`src/nvsram_host_cfg.svh`:
```
// Purpose: constants for the nonvolatile SRAM host controller
// Assumes: 10 MHz clock, x16 part, dual chip select
// Notes:   timing figures are in ns; cycle counts derive from them
// Operation
// - reads one to three of every sequence use 0x4E38, 0xB1C7, 0x83E0.
// - reads four and five use 0x7C1F then 0x703F, normal data returned.
// - steer by chip select or output strobe; write strobe high all six reads.
// - the six addresses are consecutive accesses in exactly the listed order.
// - after sleep request goes high the host waits the wake delay.
`ifndef NVSRAM_HOST_CFG_SVH
`define NVSRAM_HOST_CFG_SVH
`define ADDR_W            20
`define DATA_W            16
`define SEQ_ADDR_1        20'h04E38
`define SEQ_ADDR_2        20'h0B1C7
`define SEQ_ADDR_3        20'h083E0
`define SEQ_ADDR_4        20'h07C1F
`define SEQ_ADDR_5        20'h0703F
`define CMD_STORE         20'h08FC0
`define CMD_RECALL        20'h04C63
`define CMD_AUTO_OFF      20'h08B45
`define CMD_AUTO_ON       20'h04B46
`define CLK_PERIOD_NS     100
`define ACCESS_TIME_NS    200
`define STORE_CYCLE_NS    8000000
`define RECALL_CYCLE_NS   600000
`define WAKE_DELAY_NS     20000000
`define SLEEP_ENTRY_NS    8000000
`define CNT_W             24
`define NS_TO_CYC(ns)     (((ns) + `CLK_PERIOD_NS - 1) / `CLK_PERIOD_NS)
`define ACCESS_CYC        `NS_TO_CYC(`ACCESS_TIME_NS)
`define SEQ_LEN           3'h6
`endif

```
`src/nvsram_host_pkg.sv`:
```
// Purpose: types shared by the nonvolatile SRAM host controller
// Assumes: constants from nvsram_host_cfg.svh
// Notes:   none
`include "nvsram_host_cfg.svh"
package nvsram_host_pkg;
    typedef enum logic [2:0] {
        OP_READ   = 3'h0,
        OP_WRITE  = 3'h1,
        OP_STORE  = 3'h2,
        OP_RECALL = 3'h3,
        OP_AUTO_OFF = 3'h4,
        OP_AUTO_ON  = 3'h5
    } op_e;
    typedef struct packed {
        op_e                    op;
        logic [`ADDR_W-1:0]     addr;
        logic [`DATA_W-1:0]     wdata;
    } host_req_s;
    typedef struct packed {
        logic                   cs_first_n;
        logic                   cs_second;
        logic                   oe_n;
        logic                   we_n;
        logic                   low_byte_select_n;
        logic                   high_byte_select_n;
        logic [`ADDR_W-1:0]     addr;
    } mem_pins_s;
endpackage

```
`src/nvsram_host_timer.sv`:
```
// Purpose: down counter for long waits of the host controller
// Assumes: load has priority over counting
// Notes:   done is high while the count stands at zero and no load is applied
`timescale 1ns/1ps
`include "nvsram_host_cfg.svh"
module nvsram_host_timer (
    // clock, reset, enable
    input  wire logic               clk_i,
    input  wire logic               rst_b_i,
    input  wire logic               en_i,
    // control
    input  wire logic               load_i,
    input  wire logic [`CNT_W-1:0]  value_i,
    output logic                    done_o
);
    logic [`CNT_W-1:0] cnt_q;

    always_ff @(posedge clk_i or negedge rst_b_i) begin
        if (!rst_b_i) begin
            cnt_q <= '0;
        end else if (en_i) begin
            if (load_i) begin
                cnt_q <= value_i;
            end else if (cnt_q != '0) begin
                cnt_q <= cnt_q - 1'b1;
            end
        end
    end

    assign done_o = (cnt_q == '0) && !load_i;
endmodule

```
`src/nvsram_host_ctrl.sv`:
```
// Purpose: host controller driving a nonvolatile SRAM over its asynchronous pins
// Assumes: device pins are synchronous to clk_i; one access per read or write request, six per command
// Notes:   commands run the six-read sequence without interruption
`timescale 1ns/1ps
`include "nvsram_host_cfg.svh"
module nvsram_host_ctrl
    import nvsram_host_pkg::*;
#(
    parameter logic [`CNT_W-1:0] STORE_CYC  = `CNT_W'(`NS_TO_CYC(`STORE_CYCLE_NS)),
    parameter logic [`CNT_W-1:0] RECALL_CYC = `CNT_W'(`NS_TO_CYC(`RECALL_CYCLE_NS)),
    parameter logic [`CNT_W-1:0] WAKE_CYC   = `CNT_W'(`NS_TO_CYC(`WAKE_DELAY_NS)),
    parameter logic [`CNT_W-1:0] SLEEP_CYC  = `CNT_W'(`NS_TO_CYC(`SLEEP_ENTRY_NS))
) (
    // clock, reset, enable
    input  wire logic               clk_i,
    input  wire logic               rst_b_i,
    input  wire logic               en_i,
    // user request
    input  wire logic               req_valid_i,
    input  wire host_req_s          req_i,
    output logic                    req_ready_o,
    output logic                    rsp_valid_o,
    output logic [`DATA_W-1:0]      rsp_data_o,
    // sleep control
    input  wire logic               sleep_i,
    output logic                    awake_o,
    // device pins
    output mem_pins_s               pins_o,
    output logic                    sleep_request_n_o,
    input  wire logic               store_busy_n_i,
    input  wire logic [`DATA_W-1:0] dq_i,
    output logic [`DATA_W-1:0]      dq_o,
    output logic                    dq_oe_o
);
    typedef enum logic [2:0] {
        ST_IDLE  = 3'h0,
        ST_ACC   = 3'h1,
        ST_GAP   = 3'h2,
        ST_WAIT  = 3'h3,
        ST_SLEEP = 3'h4,
        ST_WAKE  = 3'h5
    } state_e;

    state_e                 state_q;
    host_req_s              cur_q;
    logic [2:0]             step_q;
    logic [2:0]             acc_cnt_q;
    mem_pins_s              pins_q;
    logic [`DATA_W-1:0]     dq_q;
    logic                   dq_oe_q;
    logic                   sleep_n_q;
    logic [`DATA_W-1:0]     rsp_data_q;
    logic                   rsp_valid_q;
    logic                   tmr_load;
    logic [`CNT_W-1:0]      tmr_value;
    logic                   tmr_done;
    logic                   last_step;

    ////////////////////////////////////////////////////////////////////////////
    // sequence address for each step; unused address bits held at zero
    function automatic logic [`ADDR_W-1:0] seq_addr(input logic [2:0] step, input op_e op);
        case (step)
            3'h0:    seq_addr = `SEQ_ADDR_1;
            3'h1:    seq_addr = `SEQ_ADDR_2;
            3'h2:    seq_addr = `SEQ_ADDR_3;
            3'h3:    seq_addr = `SEQ_ADDR_4;
            3'h4:    seq_addr = `SEQ_ADDR_5;
            default: begin
                case (op)
                    OP_STORE:    seq_addr = `CMD_STORE;
                    OP_RECALL:   seq_addr = `CMD_RECALL;
                    OP_AUTO_OFF: seq_addr = `CMD_AUTO_OFF;
                    default:     seq_addr = `CMD_AUTO_ON;
                endcase
            end
        endcase
    endfunction

    function automatic logic is_cmd(input op_e op);
        is_cmd = (op != OP_READ) && (op != OP_WRITE);
    endfunction

    assign last_step = (step_q == `SEQ_LEN - 3'h1);

    ////////////////////////////////////////////////////////////////////////////
    // long waits: store, recall, wake-up; sleep entry loads SLEEP_CYC but ST_SLEEP never waits on it
    always_comb begin
        tmr_load  = 1'b0;
        tmr_value = '0;
        if (state_q == ST_GAP && is_cmd(cur_q.op) && last_step) begin
            tmr_load  = 1'b1;
            // a store or recall is awaited in full; mode commands load zero and leave ST_WAIT after one cycle
            tmr_value = (cur_q.op == OP_STORE)  ? STORE_CYC :
                        (cur_q.op == OP_RECALL) ? RECALL_CYC :
                        '0;
        end else if (state_q == ST_IDLE && sleep_i) begin
            tmr_load  = 1'b1;
            tmr_value = SLEEP_CYC;
        end else if (state_q == ST_SLEEP && !sleep_i) begin
            tmr_load  = 1'b1;
            tmr_value = WAKE_CYC;
        end
    end

    nvsram_host_timer u_timer (
        .clk_i   (clk_i),
        .rst_b_i (rst_b_i),
        .en_i    (en_i),
        .load_i  (tmr_load),
        .value_i (tmr_value),
        .done_o  (tmr_done)
    );

    ////////////////////////////////////////////////////////////////////////////
    // main sequencer
    always_ff @(posedge clk_i or negedge rst_b_i) begin
        if (!rst_b_i) begin
            state_q   <= ST_IDLE;
            cur_q     <= '0;
            step_q    <= 3'h0;
            acc_cnt_q <= 3'h0;
        end else if (en_i) begin
            case (state_q)
                ST_IDLE: begin
                    acc_cnt_q <= 3'h0;
                    step_q    <= 3'h0;
                    if (sleep_i) begin
                        state_q <= ST_SLEEP;
                    end else if (req_valid_i && store_busy_n_i) begin
                        cur_q   <= req_i;
                        state_q <= ST_ACC;
                    end
                end
                ST_ACC: begin
                    if (acc_cnt_q == 3'(`ACCESS_CYC - 1)) begin
                        state_q <= ST_GAP;
                    end else begin
                        acc_cnt_q <= acc_cnt_q + 3'h1;
                    end
                end
                ST_GAP: begin
                    acc_cnt_q <= 3'h0;
                    // nothing else is issued between sequence reads
                    if (is_cmd(cur_q.op) && !last_step) begin
                        step_q  <= step_q + 3'h1;
                        state_q <= ST_ACC;
                    end else if (is_cmd(cur_q.op)) begin
                        state_q <= ST_WAIT;
                    end else begin
                        state_q <= ST_IDLE;
                    end
                end
                ST_WAIT: begin
                    // busy pin low means store in progress; timer covers recall too
                    if (tmr_done && store_busy_n_i) begin
                        state_q <= ST_IDLE;
                    end
                end
                ST_SLEEP: begin
                    if (!sleep_i) begin
                        state_q <= ST_WAKE;
                    end
                end
                ST_WAKE: begin
                    if (tmr_done) begin
                        state_q <= ST_IDLE;
                    end
                end
                default: state_q <= ST_IDLE;
            endcase
        end
    end

    ////////////////////////////////////////////////////////////////////////////
    // device pins, registered
    always_ff @(posedge clk_i or negedge rst_b_i) begin
        if (!rst_b_i) begin
            pins_q  <= '{cs_first_n: 1'b1, cs_second: 1'b0, oe_n: 1'b1, we_n: 1'b1,
                         low_byte_select_n: 1'b1, high_byte_select_n: 1'b1, addr: '0};
            dq_q    <= '0;
            dq_oe_q <= 1'b0;
        end else if (en_i) begin
            // select drops in every gap, so each sequence read is select-controlled
            if (state_q == ST_ACC) begin
                pins_q.cs_first_n <= 1'b0;
                pins_q.cs_second  <= 1'b1;
                pins_q.low_byte_select_n  <= 1'b0;
                pins_q.high_byte_select_n <= 1'b0;
                if (is_cmd(cur_q.op)) begin
                    pins_q.addr <= seq_addr(step_q, cur_q.op);
                    pins_q.oe_n <= 1'b0;
                    pins_q.we_n <= 1'b1;
                    dq_oe_q     <= 1'b0;
                end else begin
                    pins_q.addr <= cur_q.addr;
                    pins_q.oe_n <= (cur_q.op == OP_WRITE);
                    pins_q.we_n <= (cur_q.op != OP_WRITE);
                    dq_q        <= cur_q.wdata;
                    dq_oe_q     <= (cur_q.op == OP_WRITE);
                end
            end else begin
                // deselect between accesses so each read is its own cycle
                pins_q.cs_first_n <= 1'b1;
                pins_q.cs_second  <= 1'b0;
                pins_q.oe_n       <= 1'b1;
                pins_q.we_n       <= 1'b1;
                pins_q.low_byte_select_n  <= 1'b1;
                pins_q.high_byte_select_n <= 1'b1;
                dq_oe_q           <= 1'b0;
            end
        end
    end

    // sleep pin; during sleep every other pin is left idle
    always_ff @(posedge clk_i or negedge rst_b_i) begin
        if (!rst_b_i) begin
            sleep_n_q <= 1'b1;
        end else if (en_i) begin
            sleep_n_q <= !(state_q == ST_SLEEP);
        end
    end

    ////////////////////////////////////////////////////////////////////////////
    // read data capture at the end of a plain read
    always_ff @(posedge clk_i or negedge rst_b_i) begin
        if (!rst_b_i) begin
            rsp_data_q  <= '0;
            rsp_valid_q <= 1'b0;
        end else if (en_i) begin
            rsp_valid_q <= 1'b0;
            if (state_q == ST_GAP && cur_q.op == OP_READ) begin
                rsp_data_q  <= dq_i;
                rsp_valid_q <= 1'b1;
            end else if (state_q == ST_GAP && is_cmd(cur_q.op) && last_step) begin
                rsp_valid_q <= 1'b1; // command accepted; sixth read data is not valid
            end
        end
    end

    assign req_ready_o       = en_i && state_q == ST_IDLE && !sleep_i && store_busy_n_i;
    assign rsp_valid_o       = rsp_valid_q;
    assign rsp_data_o        = rsp_data_q;
    assign awake_o           = (state_q != ST_SLEEP) && (state_q != ST_WAKE);
    assign pins_o            = pins_q;
    assign sleep_request_n_o = sleep_n_q;
    assign dq_o              = dq_q;
    assign dq_oe_o           = dq_oe_q;
endmodule

```
`config.mk`:
```
export PLATFORM = sky130hd
export DESIGN_NAME = nvsram_host_ctrl
export DESIGN_NICKNAME = d
export VERILOG_FILES = /design/src/nvsram_host_pkg.sv /design/src/nvsram_host_timer.sv /design/src/nvsram_host_ctrl.sv
export VERILOG_INCLUDE_DIRS = /design/src
export SDC_FILE = /design/constraint.sdc
export NUM_CORES = 1
export LEC_CHECK = 0
export BUFFER_PORTS_ARGS = -buffer_cell sky130_fd_sc_hd__clkbuf_2
export CAP_MARGIN = 20
export CORE_MARGIN = 1
export CORE_UTILIZATION = 33
export DETAILED_ROUTE_END_ITERATION = 12
export RECOVER_POWER = 50
export SLEW_MARGIN = 20
export SYNTH_ARGS = -nofsm -noshare
export SYNTH_HDL_FRONTEND = slang
export SYNTH_SLANG_ARGS = --single-unit
```
`constraint.sdc`:
```
create_clock -name clk_i -period 2.62 [get_ports clk_i]
set_input_delay 0.262 -clock clk_i [delete_from_list [all_inputs] [get_ports clk_i]]
set_output_delay 0.262 -clock clk_i [all_outputs]
set_load 0.01 [all_outputs]
```
==> qor.txt <==
status: finished with violations
failing checks: design-rule violations
Layout Nets: 813
Die Wd: 138 um
Post-synth EDFFs: 0
max_cap viols: 0
number of global-route vias before repair: 5138
Hold WC Path Type: primary input to flop
Storage cell area: 0.00328 mm2
skew final: 0.00735 ns
sequential fraction of the synthesis area: 53.5%
GRT Total Usage: 17.4%
Slew Viols, Final: 0
CP endpoint kind: flop
startpoint class of the critical path: flop
clk sinks: 131
via/cell ratio: 5.05
async set-reset flop share out of synthesis: 100%
Core Rows: 49
Mean Syn Cell Area: 10.2 um2
die height: 138 um
Fillers: 1770
final hold vios: 0
Detail Route Antenna Nets: 0
CTS tree: done
mapped cell area: 0.00613 mm2
die area: 0.0191 mm2
worst skew pair latency: 0.42 ns
post-detail-place hpwl: 10.7 mm
final setup vio count: 0
area of the core: 0.0181 mm2
Required @ worst endpoint: 2.96 ns
#FFs+latches synth: 131
Total Wirelength: 15.3 mm
crit path time final: 2.37 ns
clock slew at reported path FFs: 0.06 ns
syn nets: 670
mean routed wirelength per cell: 15.5 um
postcts setup bufs: 0
CP max FO: 5
largest net degree at the start of global routing: 51
Gate Count Post-Synth: 600
worst-margin pin slew: 1.08 ns
first drt pass iteration count: 8
share of cells above drive strength 1: 30.4%
Placed Area: 0.00719 mm2
commonest non-fill, non-tap cell in the layout: dfrtp_1
Peak supply drop: 0.000505 V
largest area contributor in the netlist: dfrtp_1
IO Pins: 124
routed vias: 4973
first-pass GRT wire length: 26.4 mm
final setup TNS: 0 ns
most frequent cells in the layout: dfrtp_1, nand2_1, clkbuf_2
Worst Path Arrival: 2.71 ns
P per Cell Area: 892 mW/mm2
crit path kind: flop to flop
synth warn: 0
static leakage: 3.72 nW
count of input and output buffers: 123
residual DRC count: 10
design area: 0.00770 mm2
Initial Util: 33.9%
n_diodes: 0
initial antenna violation count: 0
Syn-to-layout area delta: 25.6%
commonest register cell after synthesis: dfrtp_1
Clock Tree Root: clkbuf_16
top cell type's share of synthesized area: 51.8%
Slew headroom: 27.8%
CTS Buf Count: 17
area occupied by multi-input gates: 0.00268 mm2
H-tree depth: 4
post-synthesis cell type count: 61
Fmax achieved: 421 MHz
crit share post-route: 90.6%
Max clock buf depth: 2
GP Congestion: 0.847
GRT overflow: 0
RSZ-0062 raised after global routing: false
dominant cells by area after synthesis: dfrtp_1, mux2_2, nand2_1
DR iter-0 viols: 266
-- area by class of cell --
type	count	area share [%]
Clock inverter	13	1.30
Multi-Input combinational cell	423	34.8
Clock buffer	19	5.88
Inverter	15	0.731
Timing Repair Buffer	155	10.9
Tap cell	229	3.72
Sequential cell	131	42.6
-- stage by stage --
stage                     total power [mW]  util (%)  instances  hold slack (ns)  setup slack [ns]
after floorplan                       3.95         -        600          -0.0336             0.304
after global placement                4.70      39.8        952            0.296             0.279
after detailed placement              4.73      39.8        952            0.302             0.224
after CTS                             6.99      42.9        985           0.0513             0.219
after global routing                  7.35      42.6        985           0.0479             0.135
final                                 6.87      42.6        985           0.0711             0.246
-- cells by family after synthesis --
kind of cell             Yosys count  share of synthesized area, %
buffers and inverters             46                          3.04
flip-flops                       131                          53.5
AND/OR/NAND/NOR                  217                          17.2
AO/OA/AOI/OAI                    139                          13.8
adder cells (fa/ha/maj)            9                          1.84
multiplexers                      57                          10.4
XOR/XNOR                           1                         0.143
-- worst max-delay path, stage by stage, from the launching register on --
cell     delay [ns]
dfrtp_1        0.42
or4_4          0.56
or3_4          0.39
or4_1          0.48
or3_1          0.31
a21oi_1        0.14
-- routing by layer --
metal | part of all wire (%) | GRT usage [%] | vias to the layer above
met5 | 0 | 0 | -
met4 | 1.1 | 5.91 | 0
met3 | 7.6 | 5.89 | 16
met2 | 46 | 27.4 | 146
met1 | 46 | 22.4 | 2384
li1 | - | - | 2427
-- synthesized netlist by cell type (3+ instances only) --
cell type	instances
dfrtp_1	127
nand2_1	97
mux2_2	55
o21ai_0	51
a21oi_1	38
nor2_1	28
clkbuf_1	20
nor3_1	20
inv_1	14
nand3_1	13
ha_1	9
nor4_1	7
o31ai_1	7
or2_2	7
or4_1	7
a31oi_1	6
or3_1	6
a211oi_1	5
buf_2	5
nand2b_1	5
nor2b_1	5
a22o_1	4
buf_1	4
dfstp_2	4
nor3b_1	4
o22ai_1	4
a21o_1	3
-- state kept, by name (all words and copies together) (netlist names), 3 cells and up --
signal / flops
acc_cnt_q: 3
cur_q: 39
dq_o: 16
pins_o: 24
rsp_data_o: 16
state_q: 3
step_q: 3
u_timer.cnt_q: 24
-- worst paths after layout --
check / startpoint / cells past startpoint / to / slack [ns]
setup / recovery: u_timer.cnt_q[14] / 5 / u_timer.cnt_q[20] / 0.25
hold / removal: req_i[10] / 2 / cur_q[10] / 0.07
setup reg to reg: u_timer.cnt_q[14] / 5 / u_timer.cnt_q[20] / 0.25
hold reg to reg: cur_q[1] / 2 / dq_o[1] / 0.46
max in group asynchronous: rst_b_i / 3 / u_timer.cnt_q[19] / 0.65
min in group asynchronous: rst_b_i / 2 / cur_q[15] / 0.59
-- report_power, final --
part / internal (mW) / switching, mW / total, mW
clock network: 1.27 / 0.941 / 2.21
logic: 0.756 / 1.03 / 1.78
registers: 2.51 / 0.361 / 2.88
-- timing repair --
action | 4_1_cts | 5_1_grt
resized for setup | 0 | 1
setup endpoints to repair | 0 | 2
hold buffers | 1 | 0
hold endpoints to repair | 38 | 0
Power figures use the tool's default switching activity.
